==> src/shared/clkgen_map.svh <==
// constants for the clock generator: register map, reset values, timing
// assumes inclusion by bare name from the loop filter, core and bench files
// Notes on behaviour
// - bus clock is a quarter of oscillator clock, half of generator clock.
// - stop mode with run-in-stop clear asserts generator stop, halting all clocks.
// - run-in-stop set keeps generator clocks running during stop mode.
// - internal enable is internal-on and not stop; else internal and base low.
// - external enable is external-on and not stop; else external clock low.
// - external-on bit cannot be set unless external clock is allowed.
// - pin one port enable low while external-on set, regardless of stop.
// - pin two port enable low while external-on and crystal enable set.
// - internal clock is N times base clock, N from multiplier register.
// - divider divides internal clock by N; N of one or zero passes through.
// - control word is 4-bit divider field above 8-bit stage field, 0 to FFF.
// - each comparison adds or subtracts by error band, exact match holds; subtracting raises frequency.
// - step 1 within 5%, 8 within 15%, else 32; slow subtracts.
// - divider field A to F acts as 9; subtraction continues back into range.
// - divider field moves only on carry or borrow out of stage field.
// - filter-stable flag set while base error is at most five percent.
// - timebase clock comes from external clock whenever the external-on bit is set.
`ifndef CLKGEN_MAP_SVH
`define CLKGEN_MAP_SVH
`define ADDR_CTRL       4'h0
`define ADDR_MULT       4'h1
`define ADDR_STATUS     4'h2
`define ADDR_WORD_LO    4'h3
`define ADDR_WORD_HI    4'h4
`define CTRL_INT_ON     0
`define CTRL_EXT_ON     1
`define CTRL_RESET      2'h1
`define MULT_RESET      7'h04
`define WORD_RESET      12'h0400
`define WORD_MAX        12'h09FF
`define WORD_TOP        12'h0FFF
`define DIV_SLOWEST     4'h9
`define DCO_SPAN        16'h1000
`define STEP_SMALL      12'h0001
`define STEP_MID        12'h0008
`define STEP_BIG        12'h0020
`define SYS_CLK_HZ      25000000
`define NOM_FREQ_HZ     307200
`define PCT_FULL        100
`define PCT_085         85
`define PCT_095         95
`define PCT_105         105
`define PCT_115         115
`endif

==> src/shared/clkgen_pkg.sv <==
// types shared by the clock generator files
// assumes nothing beyond a SystemVerilog compiler
package clkgen_pkg;
	typedef logic [11:0] word_t;
	typedef logic [6:0]  mult_t;
	typedef enum logic [2:0] {
		BAND_SLOW_BIG,
		BAND_SLOW_MID,
		BAND_SLOW_SMALL,
		BAND_EXACT,
		BAND_FAST_SMALL,
		BAND_FAST_MID,
		BAND_FAST_BIG
	} band_e;
endpackage

==> src/logic/mod_divider.sv <==
// modulo-n divider making the base clock from the internal clock
// assumes internal clock is a level sampled on the system clock
`timescale 1ns/1ps
`default_nettype none
module mod_divider
	import clkgen_pkg::*;
(
	input  wire logic        i_sys_clk,
	input  wire logic        i_rst,
	input  wire logic        i_enable,
	input  wire logic        i_internal_clock,
	input  wire clkgen_pkg::mult_t i_mult,
	output logic             o_base_clock
);
	logic  int_prev_reg;
	mult_t count_reg;
	logic  int_rise;

	assign int_rise = i_internal_clock & ~int_prev_reg;

	// count internal clock rises, wrap at n, high for the first half
	always_ff @(posedge i_sys_clk or posedge i_rst)
	begin
		if (i_rst)
		begin
			int_prev_reg <= 1'b0;
			count_reg    <= '0;
			o_base_clock <= 1'b0;
		end
		else if (!i_enable)
		begin
			int_prev_reg <= 1'b0;
			count_reg    <= '0;
			o_base_clock <= 1'b0;
		end
		else
		begin
			int_prev_reg <= i_internal_clock;
			if (i_mult <= mult_t'(1))
				o_base_clock <= i_internal_clock;
			else
			begin
				if (int_rise)
					count_reg <= (count_reg >= i_mult - mult_t'(1)) ? '0 : count_reg + mult_t'(1);
				o_base_clock <= (count_reg < (i_mult >> 1));
			end
		end
	end
endmodule
`default_nettype wire

==> src/logic/loop_filter.sv <==
// loop filter: measures base clock period, corrects the oscillator word
// assumes base rise is a one-cycle pulse on the system clock
`timescale 1ns/1ps
`default_nettype none
`include "clkgen_map.svh"
module loop_filter
	import clkgen_pkg::*;
#(
	parameter int NOM_CYCLES = `SYS_CLK_HZ / `NOM_FREQ_HZ
)(
	input  wire logic  i_sys_clk,
	input  wire logic  i_rst,
	input  wire logic  i_enable,
	input  wire logic  i_base_rise,
	output clkgen_pkg::word_t o_word,
	output logic       o_stable
);
	logic [15:0] period_reg;
	logic        primed_reg;
	logic [31:0] nom_x;
	logic [31:0] per;
	band_e       band;

	assign nom_x = 32'(`PCT_FULL * NOM_CYCLES);
	assign per   = {16'h0000, period_reg};

	// longer period means slower base clock
	always_comb
	begin
		if (nom_x < per * 32'(`PCT_085))
			band = BAND_SLOW_BIG;
		else if (nom_x < per * 32'(`PCT_095))
			band = BAND_SLOW_MID;
		else if (nom_x < per * 32'(`PCT_FULL))
			band = BAND_SLOW_SMALL;
		else if (nom_x == per * 32'(`PCT_FULL))
			band = BAND_EXACT;
		else if (nom_x <= per * 32'(`PCT_105))
			band = BAND_FAST_SMALL;
		else if (nom_x <= per * 32'(`PCT_115))
			band = BAND_FAST_MID;
		else
			band = BAND_FAST_BIG;
	end

	// period counter, restarted at each base rise
	always_ff @(posedge i_sys_clk or posedge i_rst)
	begin
		if (i_rst)
		begin
			period_reg <= '0;
			primed_reg <= 1'b0;
		end
		else if (!i_enable)
		begin
			period_reg <= '0;
			primed_reg <= 1'b0; // first period after enable is partial
		end
		else if (i_base_rise)
		begin
			period_reg <= 16'h0001;
			primed_reg <= 1'b1;
		end
		else if (period_reg != 16'hFFFF)
			period_reg <= period_reg + 16'h0001;
	end

	// one correction per completed comparison; div moves only by carry or borrow
	always_ff @(posedge i_sys_clk or posedge i_rst)
	begin
		if (i_rst)
		begin
			o_word   <= `WORD_RESET;
			o_stable <= 1'b0;
		end
		else if (!i_enable)
			o_stable <= 1'b0;
		else if (i_base_rise && primed_reg)
		begin
			o_stable <= (band == BAND_SLOW_SMALL) || (band == BAND_EXACT) || (band == BAND_FAST_SMALL);
			unique case (band)
				BAND_SLOW_BIG:   o_word <= o_word - `STEP_BIG;
				BAND_SLOW_MID:   o_word <= o_word - `STEP_MID;
				BAND_SLOW_SMALL: o_word <= o_word - `STEP_SMALL;
				BAND_EXACT:      o_word <= o_word;
				BAND_FAST_SMALL: o_word <= (o_word > `WORD_TOP - `STEP_SMALL) ? `WORD_TOP : o_word + `STEP_SMALL;
				BAND_FAST_MID:   o_word <= (o_word > `WORD_TOP - `STEP_MID) ? `WORD_TOP : o_word + `STEP_MID;
				BAND_FAST_BIG:   o_word <= (o_word > `WORD_TOP - `STEP_BIG) ? `WORD_TOP : o_word + `STEP_BIG;
			endcase
		end
	end
endmodule
`default_nettype wire

==> src/logic/clock_generator_unit.sv <==
// clock generator core: enables, oscillator model, divider, loop filter,
// output clock chain and a small register port
// assumes one system clock; configuration bits and stop mode are levels
// from the integration unit, synchronous to the system clock
//
// Strobed register access and the register offsets are this design's own decisions.
`timescale 1ns/1ps
`default_nettype none
`include "clkgen_map.svh"
module clock_generator_unit
	import clkgen_pkg::*;
#(
	parameter int NOM_CYCLES = `SYS_CLK_HZ / `NOM_FREQ_HZ
)(
	input  wire logic       i_sys_clk,
	input  wire logic       i_rst,
	input  wire logic [3:0] i_addr,
	input  wire logic [7:0] i_wdata,
	input  wire logic       i_wr,
	input  wire logic       i_rd,
	output logic      [7:0] o_rdata,
	input  wire logic       i_stop_mode,
	input  wire logic       i_osc_run_in_stop_cfg,
	input  wire logic       i_external_allowed_cfg,
	input  wire logic       i_crystal_enable_cfg,
	input  wire logic       i_osc_pin_one,
	output logic            o_osc_pin1_port_enable,
	output logic            o_osc_pin2_port_enable,
	output logic            o_generator_stop,
	output logic            o_internal_gen_enable,
	output logic            o_external_gen_enable,
	output logic            o_internal_clock,
	output logic            o_external_clock,
	output logic            o_base_clock,
	output logic            o_osc_output_clock,
	output logic            o_gen_output_clock,
	output logic            o_bus_clock,
	output logic            o_timebase_clock,
	output logic            o_filter_stable_flag
);
	// software control state
	logic        internal_on_bit;
	logic        external_on_bit;
	mult_t       multiplier_register;

	// enable chain, combinational next values of the enable flops
	logic        generator_stop_next;
	logic        internal_gen_enable_next;
	logic        external_gen_enable_next;

	// oscillator model
	word_t       osc_word;
	logic [3:0]  osc_divider_field;
	logic [7:0]  osc_stage_field;
	logic [3:0]  div_effective;
	word_t       word_effective;
	logic [15:0] dco_acc_reg;
	logic [15:0] dco_step;

	// divider and filter
	logic        base_clock_w;
	logic        base_prev_reg;
	logic        base_rise;
	logic        filter_stable_w;

	// output chain
	logic        osc_src;
	logic        osc_prev_reg;
	logic        gen_prev_reg;
	logic        osc_rise;
	logic        gen_rise;
	logic [7:0]  status_byte;

	// reset value of the control bits, indexed per bit
	localparam logic [1:0] CTRL_RST = `CTRL_RESET;

	// control register: internal-on and external-on bits
	always_ff @(posedge i_sys_clk or posedge i_rst)
	begin
		if (i_rst)
		begin
			internal_on_bit <= CTRL_RST[`CTRL_INT_ON];
			external_on_bit <= CTRL_RST[`CTRL_EXT_ON];
		end
		else if (i_wr && (i_addr == `ADDR_CTRL))
		begin
			internal_on_bit <= i_wdata[`CTRL_INT_ON];
			// a set is only taken while the external source is allowed
			external_on_bit <= i_wdata[`CTRL_EXT_ON] & i_external_allowed_cfg;
		end
	end

	// multiplier register, n factor of the internal clock
	always_ff @(posedge i_sys_clk or posedge i_rst)
	begin
		if (i_rst)
			multiplier_register <= `MULT_RESET;
		else if (i_wr && (i_addr == `ADDR_MULT))
			multiplier_register <= i_wdata[6:0];
	end

	// enable logic; stop only bites when run-in-stop is clear
	always_comb
	begin
		generator_stop_next      = i_stop_mode & ~i_osc_run_in_stop_cfg;
		internal_gen_enable_next = internal_on_bit & ~generator_stop_next;
		external_gen_enable_next = external_on_bit & ~generator_stop_next;
	end

	// enable flops, also the module outputs
	always_ff @(posedge i_sys_clk or posedge i_rst)
	begin
		if (i_rst)
		begin
			o_generator_stop      <= 1'b0;
			o_internal_gen_enable <= 1'b0;
			o_external_gen_enable <= 1'b0;
		end
		else
		begin
			o_generator_stop      <= generator_stop_next;
			o_internal_gen_enable <= internal_gen_enable_next;
			o_external_gen_enable <= external_gen_enable_next;
		end
	end

	// shared pin port enables; deliberately not gated by stop
	always_ff @(posedge i_sys_clk or posedge i_rst)
	begin
		if (i_rst)
		begin
			o_osc_pin1_port_enable <= 1'b1;
			o_osc_pin2_port_enable <= 1'b1;
		end
		else
		begin
			o_osc_pin1_port_enable <= ~external_on_bit;
			o_osc_pin2_port_enable <= ~(external_on_bit & i_crystal_enable_cfg);
		end
	end

	// external input path; low from the cycle after its enable goes low
	always_ff @(posedge i_sys_clk or posedge i_rst)
	begin
		if (i_rst)
			o_external_clock <= 1'b0;
		else
			o_external_clock <= i_osc_pin_one & o_external_gen_enable;
	end

	// split word and clamp out-of-range divider field to the slowest
	always_comb
	begin
		osc_divider_field = osc_word[11:8];
		osc_stage_field   = osc_word[7:0];
		div_effective     = (osc_divider_field > `DIV_SLOWEST) ? `DIV_SLOWEST : osc_divider_field;
		word_effective    = {div_effective, osc_stage_field};
		dco_step          = `DCO_SPAN - {4'h0, word_effective}; // larger word, slower clock
	end

	// phase accumulator standing in for the ring oscillator
	always_ff @(posedge i_sys_clk or posedge i_rst)
	begin
		if (i_rst)
		begin
			dco_acc_reg      <= '0;
			o_internal_clock <= 1'b0;
		end
		else if (!o_internal_gen_enable)
		begin
			dco_acc_reg      <= '0;
			o_internal_clock <= 1'b0;
		end
		else
		begin
			dco_acc_reg      <= dco_acc_reg + dco_step;
			o_internal_clock <= dco_acc_reg[15];
		end
	end

	// modulo-n divider
	mod_divider u_mod_divider (
		.i_sys_clk        (i_sys_clk),
		.i_rst            (i_rst),
		.i_enable         (o_internal_gen_enable),
		.i_internal_clock (o_internal_clock),
		.i_mult           (multiplier_register),
		.o_base_clock     (base_clock_w)
	);

	// base clock output and rise detect feeding the comparator
	always_ff @(posedge i_sys_clk or posedge i_rst)
	begin
		if (i_rst)
		begin
			base_prev_reg <= 1'b0;
			o_base_clock  <= 1'b0;
		end
		else
		begin
			base_prev_reg <= base_clock_w;
			o_base_clock  <= base_clock_w & o_internal_gen_enable;
		end
	end

	assign base_rise = base_clock_w & ~base_prev_reg;

	// frequency comparison and word correction
	loop_filter #(
		.NOM_CYCLES (NOM_CYCLES)
	) u_loop_filter (
		.i_sys_clk   (i_sys_clk),
		.i_rst       (i_rst),
		.i_enable    (o_internal_gen_enable),
		.i_base_rise (base_rise),
		.o_word      (osc_word),
		.o_stable    (filter_stable_w)
	);

	// stable flag toward the clock monitor
	always_ff @(posedge i_sys_clk or posedge i_rst)
	begin
		if (i_rst)
			o_filter_stable_flag <= 1'b0;
		else
			o_filter_stable_flag <= filter_stable_w;
	end

	// oscillator clock source: external when wanted and running
	assign osc_src = o_external_gen_enable ? o_external_clock : o_internal_clock;

	// oscillator output and timebase clocks
	always_ff @(posedge i_sys_clk or posedge i_rst)
	begin
		if (i_rst)
		begin
			o_osc_output_clock <= 1'b0;
			o_timebase_clock   <= 1'b0;
		end
		else
		begin
			o_osc_output_clock <= osc_src;
			// external-on picks the external clock even before it settles
			o_timebase_clock   <= external_on_bit ? o_external_clock : o_internal_clock;
		end
	end

	assign osc_rise = o_osc_output_clock & ~osc_prev_reg;
	assign gen_rise = o_gen_output_clock & ~gen_prev_reg;

	// divide-by-two stages: generator clock, then bus clock
	always_ff @(posedge i_sys_clk or posedge i_rst)
	begin
		if (i_rst)
		begin
			osc_prev_reg       <= 1'b0;
			gen_prev_reg       <= 1'b0;
			o_gen_output_clock <= 1'b0;
			o_bus_clock        <= 1'b0;
		end
		else
		begin
			osc_prev_reg <= o_osc_output_clock;
			gen_prev_reg <= o_gen_output_clock;
			if (osc_rise)
				o_gen_output_clock <= ~o_gen_output_clock;
			if (gen_rise)
				o_bus_clock <= ~o_bus_clock;
		end
	end

	// status byte: enables, stop and filter state
	assign status_byte = {4'h0, o_generator_stop, o_filter_stable_flag,
		o_external_gen_enable, o_internal_gen_enable};

	// read port, data in the cycle after the strobe, zero elsewhere
	always_ff @(posedge i_sys_clk or posedge i_rst)
	begin
		if (i_rst)
			o_rdata <= '0;
		else if (i_rd)
		begin
			unique case (i_addr)
				`ADDR_CTRL:    o_rdata <= {6'h00, external_on_bit, internal_on_bit};
				`ADDR_MULT:    o_rdata <= {1'b0, multiplier_register};
				`ADDR_STATUS:  o_rdata <= status_byte;
				`ADDR_WORD_LO: o_rdata <= osc_stage_field;
				`ADDR_WORD_HI: o_rdata <= {4'h0, osc_divider_field};
				default:       o_rdata <= '0;
			endcase
		end
		else
			o_rdata <= '0;
	end
endmodule
`default_nettype wire

==> config.mk <==
export PLATFORM = sky130hd
export DESIGN_NAME = clock_generator_unit
export DESIGN_NICKNAME = d
export VERILOG_FILES = /design/src/shared/clkgen_pkg.sv /design/src/logic/mod_divider.sv /design/src/logic/loop_filter.sv /design/src/logic/clock_generator_unit.sv
export VERILOG_INCLUDE_DIRS = /design/src /design/src/shared
export SDC_FILE = /design/constraint.sdc
export NUM_CORES = 1
export LEC_CHECK = 0
export ABC_CLOCK_PERIOD_IN_PS = 10800
export BUFFER_PORTS_ARGS = -buffer_cell sky130_fd_sc_hd__buf_2
export CORE_MARGIN = 2
export CORE_UTILIZATION = 60
export DETAILED_ROUTE_END_ITERATION = 12
export PLACE_DENSITY = 0.77
export REMOVE_ABC_BUFFERS = 1
export SYNTH_ARGS = -nofsm -noshare
export SYNTH_HDL_FRONTEND = slang
export SYNTH_SLANG_ARGS = --single-unit
==> constraint.sdc <==
create_clock -name i_sys_clk -period 10.8 [get_ports i_sys_clk]
set_input_delay 0.54 -clock i_sys_clk [delete_from_list [all_inputs] [get_ports i_sys_clk]]
set_output_delay 0.54 -clock i_sys_clk [all_outputs]
set_load 0.03 [all_outputs]
==> results of run 1 <==
## power by group
group | internal, W | total [W] | switching, W
sequential | 0.000368 | 0.000426 | 0.0000583
combinational | 0.000203 | 0.000489 | 0.000286
clock | 0.000186 | 0.000323 | 0.000136
## routing by layer
layer | global-route usage | up-vias | routed length [um]
met5 | 0 | - | 0
met4 | 0.0587 | 0 | 655
met3 | 0.0372 | 55 | 2850
met2 | 0.473 | 489 | 18900
met1 | 0.408 | 6931 | 18400
li1 | - | 6843 | -
## worst max path at each step
stage	startpoint	to	slack, ns
after floorplan	u_loop_filter.period_reg[9]	u_loop_filter.o_word[2]	4.86
after CTS	u_loop_filter.period_reg[11]	u_loop_filter.o_word[2]	3.64
after global placement	u_loop_filter.period_reg[11]	u_loop_filter.o_word[5]	3.74
after global routing	u_loop_filter.period_reg[11]	u_loop_filter.o_word[5]	3.19
after detailed placement	u_loop_filter.period_reg[11]	u_loop_filter.o_word[2]	3.64
final	u_loop_filter.period_reg[11]	u_loop_filter.o_word[6]	3.54
## layout make-up
cell class	instances	area share
Multi-Input combinational cell	1489	0.744
Sequential cell	88	0.127
Inverter	332	0.0720
Tap cell	341	0.0246
Clock buffer	10	0.0138
Timing Repair Buffer	45	0.0137
Clock inverter	6	0.00397
## worst reg2reg max path, delay by kind of cell (launching register included)
| kind | cells | cell delay, ns |
|---|---|---|
| compound gates | 6 | 1.68 |
| fa+ha+maj | 5 | 2.31 |
| buf+inv | 2 | 0.63 |
| flops | 1 | 0.91 |
| mux | 1 | 0.23 |
| simple gates | 4 | 1.42 |
## Yosys cell counts (all sizes together), types with 6 or more instances
cell type,instances,area share
or4,6,0.0027
nand4,19,0.0081
a31oi,23,0.0091
o221ai,11,0.0069
o22ai,9,0.0034
o31a,6,0.0032
nor2,122,0.028
a2111oi,6,0.0032
a21oi,104,0.031
nand3b,8,0.0036
nor2b,22,0.0083
nor4,15,0.0064
a221oi,10,0.0057
ha,266,0.20
or3,14,0.0056
buf,11,0.0039
inv,331,0.075
o31ai,9,0.0041
mux2,14,0.0095
o21bai,13,0.0059
nor3,48,0.015
nand2,94,0.021
a211oi,21,0.010
dfrtp,83,0.13
o21ai,104,0.032
a21o,27,0.012
o211ai,10,0.0045
clkbuf,37,0.0084
xor2,28,0.015
o21a,25,0.011
nand3,48,0.015
fa,134,0.16
and3,23,0.0090
mux2i,14,0.0085
nand2b,35,0.013
a211o,6,0.0032
a21boi,9,0.0041
xnor2,60,0.032
and2,22,0.0086
or2,6,0.0023
nor3b,10,0.0045
o311ai,6,0.0036
## cell families after synthesis
group,count (synthesis),share of synthesized area
simple gates,512,0.162
compound gates,461,0.190
xor+xnor,88,0.0466
buf+inv,380,0.0876
flops,88,0.133
fa+ha+maj,400,0.363
mux,28,0.0180
## metrics by stage
stage / hold slack (ns) / worst slack (ns) / area [um^2]
2_1_floorplan: 0.346 / 4.86 / 16400
3_3_place_gp: 0.386 / 3.74 / 17000
3_5_place_dp: 0.381 / 3.64 / 17000
4_1_cts: 0.105 / 3.64 / 17300
5_1_grt: 0.121 / 3.19 / 17300
6_report: 0.112 / 3.54 / 17300
==> flow_metrics.tcl, run 1 <==
set metrics [dict create \
    end_kind "flip-flop" \
    placement.io_buffers 40 \
    cap_violations 0 \
    die_x_um 170 \
    startpoint_type "flip-flop" \
    vias_per_cell 6.20 \
    grt_pass1_vias 13800 \
    postCtsSetupRepairBufs 0 \
    layout_commonest_cell "inv_1" \
    htreeDepth 3 \
    area_growth_pct 4.65 \
    cts_resized 0 \
    cp.required_ns 11.06 \
    grt_usage 0.288 \
    dpl.hpwl_mm 33.2 \
    period_minus_slack_ns 7.26 \
    n_antenna_cell 0 \
    grt-ovfl-total 0 \
    cp_num_buf_inv 2 \
    wire_per_inst_um 17.7 \
    num_rows 60 \
    crit_family "adder cells" \
    finalHoldViolations 0 \
    max_freq_ghz 0.138 \
    crit_fanout 10 \
    p_total_w 0.00124 \
    r2r-end "u_loop_filter.o_word[6]" \
    min_path_type "in -> async" \
    ios 42 \
    final_core_util 0.641 \
    hold_buffers 0 \
    syn_area_per_cell_um2 8.46 \
    drc_errors 0 \
    coreArea_mm2 0.0270 \
    power.density_mw_per_mm2 71.4 \
    slew_violations 0 \
    ff2ff_path_depth 18 \
    ys.flop_type "dfrtp_1" \
    fin_nets 2386 \
    die_h_um 170 \
    worstSetupPathDepth 18 \
    ys_types 102 \
    skew_ns 0.0133 \
    grt_max_degree 75 \
    drt.antenna.violating_nets 0 \
    async_reset_ff_frac 1.00 \
    cpMostUsedCell "fa_1" \
    clk_pin_slew_ns 0.07 \
    r2r_slack_ns 3.54 \
    cp_cell_sequence "inv_1, fa_1, inv_1, fa_1, ha_1, fa_1, ha_1, and3_1, nand4_1, o41ai_1, mux2i_1, o311ai_1, or4_1, and2_4, o221ai_1, o21ai_0, a31o_1, a31oi_1" \
    r2r_start "u_loop_filter.period_reg[11]" \
    critPathMaxStageDelay_ns 0.91 \
    initial_core_util 0.613 \
    wirelength_mm 40.8 \
    layoutNonFillerInstCount 2311 \
    setup_viol 0 \
    cp_slowest_cell "dfrtp_1" \
    globalplace.congestion 0.959 \
    via_count 14300 \
    drtPass1Iterations 5 \
    yosysWarnings 0 \
    relSlewSlack 0.366 \
    critical_path_class "reg -> reg" \
    synth_edf_count 0 \
    antenna_found_initial 0 \
    yosysSeqAreaShare 0.133 \
    fin_crit_sh 0.672 \
    synthCells 1957 \
    grt_pass1_wl_mm 67.5 \
    clockRootBuffer "clkbuf_16" \
    tightest_slew_ns 0.951 \
    fillerInstances 2325 \
    post-place-cells 2295 \
    clock_sinks 88 \
    final_cell_mix "330 x inv_1, 266 x ha_1, 134 x fa_1, 121 x nor2_1, 104 x a21oi_1" \
    drt_iter0_drc 1217 \
    worstSkewPairLatency_ns 0.35 \
    synth_area_mm2 0.0166 \
    cellLeakagePower_nw 9.17 \
    register_area_mm2 0.00221 \
    cts_buffers 9 \
    tns_ns 0 \
    rsz0062_at_grt "no" \
    dieArea_mm2 0.0289 \
    drive_gt1_frac 0.0553 \
    cts_tree "yes" \
    ys_ff_latch 88 \
    multiInputGateArea_mm2 0.0129 \
    worstPathArrival_ns 7.52 \
    clockBufferDepth 2 \
    vdd_drop_max_uv 100 \
    status "complete, no violations" \
]
No activity file was read; power rests on OpenSTA's default activity.
==> run 2, diff against run 1 <==
- ABC_AREA: default -> 1
- ABC_CLOCK_PERIOD_IN_PS: 10800 -> 6730
- clock period: 10.8 -> 6.73 ns (I/O delays scaled with it)
==> run 2 against run 1 <==
- clock-buffer cell count fell by 1
- sequential cell count did not move
- sequential share of layout area fell by 1.1 points
- critical path depth rose by 10
- register-to-register slack got worse by 3.0 ns
- clock power rose by 59%
- critical path type unchanged
- synthesized cell count rose by 37%
- utilization rose by 0.17 points
- hold slack got worse by 0.085 ns
- die area rose by 8.1%
- non-clock buffer count rose by 15
==> flow_metrics.tcl, run 2 <==
set metrics [dict create \
    status "complete, no violations" \
    grt_pass1_vias 16500 \
    synth_top_cell_area_share 0.186 \
    grt-ovfl-total 0 \
    top_layer "met4" \
    critical_path_class "reg -> reg" \
    cts_buffers 9 \
    grt_pass1_wl_mm 79.0 \
    cp_num_buf_inv 5 \
    cts_resized 0 \
    dieArea_mm2 0.0313 \
    layout_commonest_cell "nand2_1" \
    dpl.hpwl_mm 40.9 \
    via_count 17000 \
    cellLeakagePower_nw 11.6 \
    n_antenna_cell 0 \
    fin_crit_sh 0.926 \
    num_rows 63 \
    area_growth_pct 5.93 \
    synth_edf_count 0 \
    r2r-end "u_loop_filter.o_word[2]" \
    async_reset_ff_frac 1.00 \
    ys_types 46 \
    syn_area_per_cell_um2 6.68 \
    r2r_start "u_loop_filter.period_reg[7]" \
    cts_tree "yes" \
    r2r_slack_ns 0.50 \
    yosysWarnings 0 \
    placement.io_buffers 40 \
    vias_per_cell 5.42 \
    drt_iter0_drc 929 \
    synth_common_cells "659 x nand2_1, 599 x inv_1, 266 x ha_1, 265 x nor2_1, 155 x nand3_1" \
    clockBufferDepth 2 \
    ys.flop_type "dfrtp_1" \
    synth_top_cells_by_area "ha_1 19%, fa_1 15%, nand2_1 14%" \
    wirelength_mm 48.0 \
    skew_ns 0.00754 \
    grt_usage 0.314 \
    wl_met2_mm 22.5 \
    layoutNonFillerInstCount 3132 \
    cp.required_ns 7.03 \
    ys_ff_latch 88 \
    drc_errors 0 \
    finalHoldViolations 0 \
    tns_ns 0 \
    min_path_type "in -> async" \
    clk_pin_slew_ns 0.07 \
    cp_slowest_cell "dfrtp_1" \
    ios 42 \
    drtPass1Iterations 6 \
    synth_area_mm2 0.0179 \
    drive_gt1_frac 0.0543 \
    clockRootBuffer "clkbuf_16" \
    die_h_um 177 \
    end_kind "flip-flop" \
    cap_violations 0 \
    setup_viol 0 \
    synth_top_area_cell "ha_1" \
    power.density_mw_per_mm2 77.2 \
    wl_met1_mm 21.7 \
    clock_sinks 88 \
    worstPathArrival_ns 6.53 \
    dr_wl_met3_mm 2.58 \
    fin_nets 3158 \
    hold_buffers 0 \
    startpoint_type "flip-flop" \
    postCtsSetupRepairBufs 0 \
    die_x_um 177 \
    grt_max_degree 53 \
    coreArea_mm2 0.0296 \
    period_minus_slack_ns 6.23 \
    initial_core_util 0.607 \
    wire_per_inst_um 15.3 \
    max_freq_ghz 0.160 \
    ff2ff_path_depth 28 \
    yosysSeqAreaShare 0.123 \
    dpl_cell_area_mm2 0.0187 \
    final_cell_mix "659 x nand2_1, 598 x inv_1, 266 x ha_1, 265 x nor2_1, 155 x nand3_1" \
    htreeDepth 3 \
    yosysMostFrequentCell "nand2_1" \
    slew_violations 0 \
    post-place-cells 3116 \
    fin_area_mm2 0.0190 \
    worstSkewPairLatency_ns 0.36 \
    rsz0062_at_grt "no" \
    crit_fanout 12 \
    drt.antenna.violating_nets 0 \
    globalplace.congestion 0.988 \
    crit_family "simple AND/OR/NAND/NOR gates" \
    relSlewSlack 0.400 \
    tightest_slew_ns 0.901 \
    synthCells 2683 \
    critPathMaxStageDelay_ns 0.93 \
    antenna_found_initial 0 \
    vdd_drop_max_uv 198 \
    cpMostUsedCell "nand2_1" \
]
## run 2: cell types whose count changed in the layout (fill, tap and decap cells not counted), moves of 23 or more
cell	before	now
nand3_1	48	155
nor2_1	121	265
xor2_1	28	51
nand2_1	94	659
nand4_1	18	43
nand2b_1	35	0
xnor2_1	60	16
inv_1	330	598
a21o_1	27	3
## run 2: worst max-delay path by stage
stage / slack (ns) / end / start / cells past startpoint
4_1_cts: 0.62 / u_loop_filter.o_word[2] / u_loop_filter.period_reg[7] / 28
2_1_floorplan: 1.40 / u_loop_filter.o_word[2] / u_loop_filter.period_reg[9] / 25
3_5_place_dp: 0.64 / u_loop_filter.o_word[2] / u_loop_filter.period_reg[7] / 27
3_3_place_gp: 0.71 / u_loop_filter.o_word[2] / u_loop_filter.period_reg[7] / 28
5_1_grt: 0.14 / u_loop_filter.o_word[2] / u_loop_filter.period_reg[7] / 28
6_report: 0.50 / u_loop_filter.o_word[2] / u_loop_filter.period_reg[7] / 28
## run 2: metal layers
metal / up-vias / GRT usage
li1: 8462 / -
met1: 7959 / 0.412
met2: 476 / 0.542
met3: 85 / 0.0399
met4: 0 / 0.0902
met5: - / 0
## run 2: cell families (layout without fill, tap and decap cells)
group	after synthesis	count (layout)	synth area share
compound gates	254	254	0.0777
fa+ha+maj	400	400	0.335
buf+inv	629	688	0.133
xor+xnor	67	67	0.0327
flops	88	88	0.123
simple gates	1245	1245	0.298
## run 2: stage by stage
stage                     setup WS (ns)  utilization  power [W]  hold slack, ns
after floorplan                    1.40            -   0.000852           0.354
after global placement            0.709        0.632   0.000950           0.389
after detailed placement          0.643        0.632   0.000962           0.393
after CTS                         0.616        0.643    0.00147          0.0473
after global routing              0.136        0.643    0.00154          0.0901
final                             0.496        0.643    0.00147          0.0266
## run 2: worst reg2reg max path, delay by kind of cell (launching register included)
kind | cells | cell delay (ns)
buffers and inverters | 5 | 0.75
flip-flops | 1 | 0.93
AND/OR/NAND/NOR | 18 | 2.55
adder cells (fa/ha/maj) | 4 | 1.78
AO/OA/AOI/OAI | 1 | 0.19
## run 2: area by class of cell
type                       count  area [um^2]
multi-input combinational   1966        13300
tap                          390          488
sequential                    88         2210
inverter                     612         2300
clock buffer                   9          225
clock inverter                 7         86.3
fill                        2704        10600
timing repair buffer          60          350
## run 2: power by group
part	total (W)	switching (W)	internal, W
Combinational	0.000362	0.000239	0.000123
Clock	0.000513	0.000247	0.000266
Sequential	0.000592	0.0000288	0.000564
Total	0.00147	0.000515	0.000952
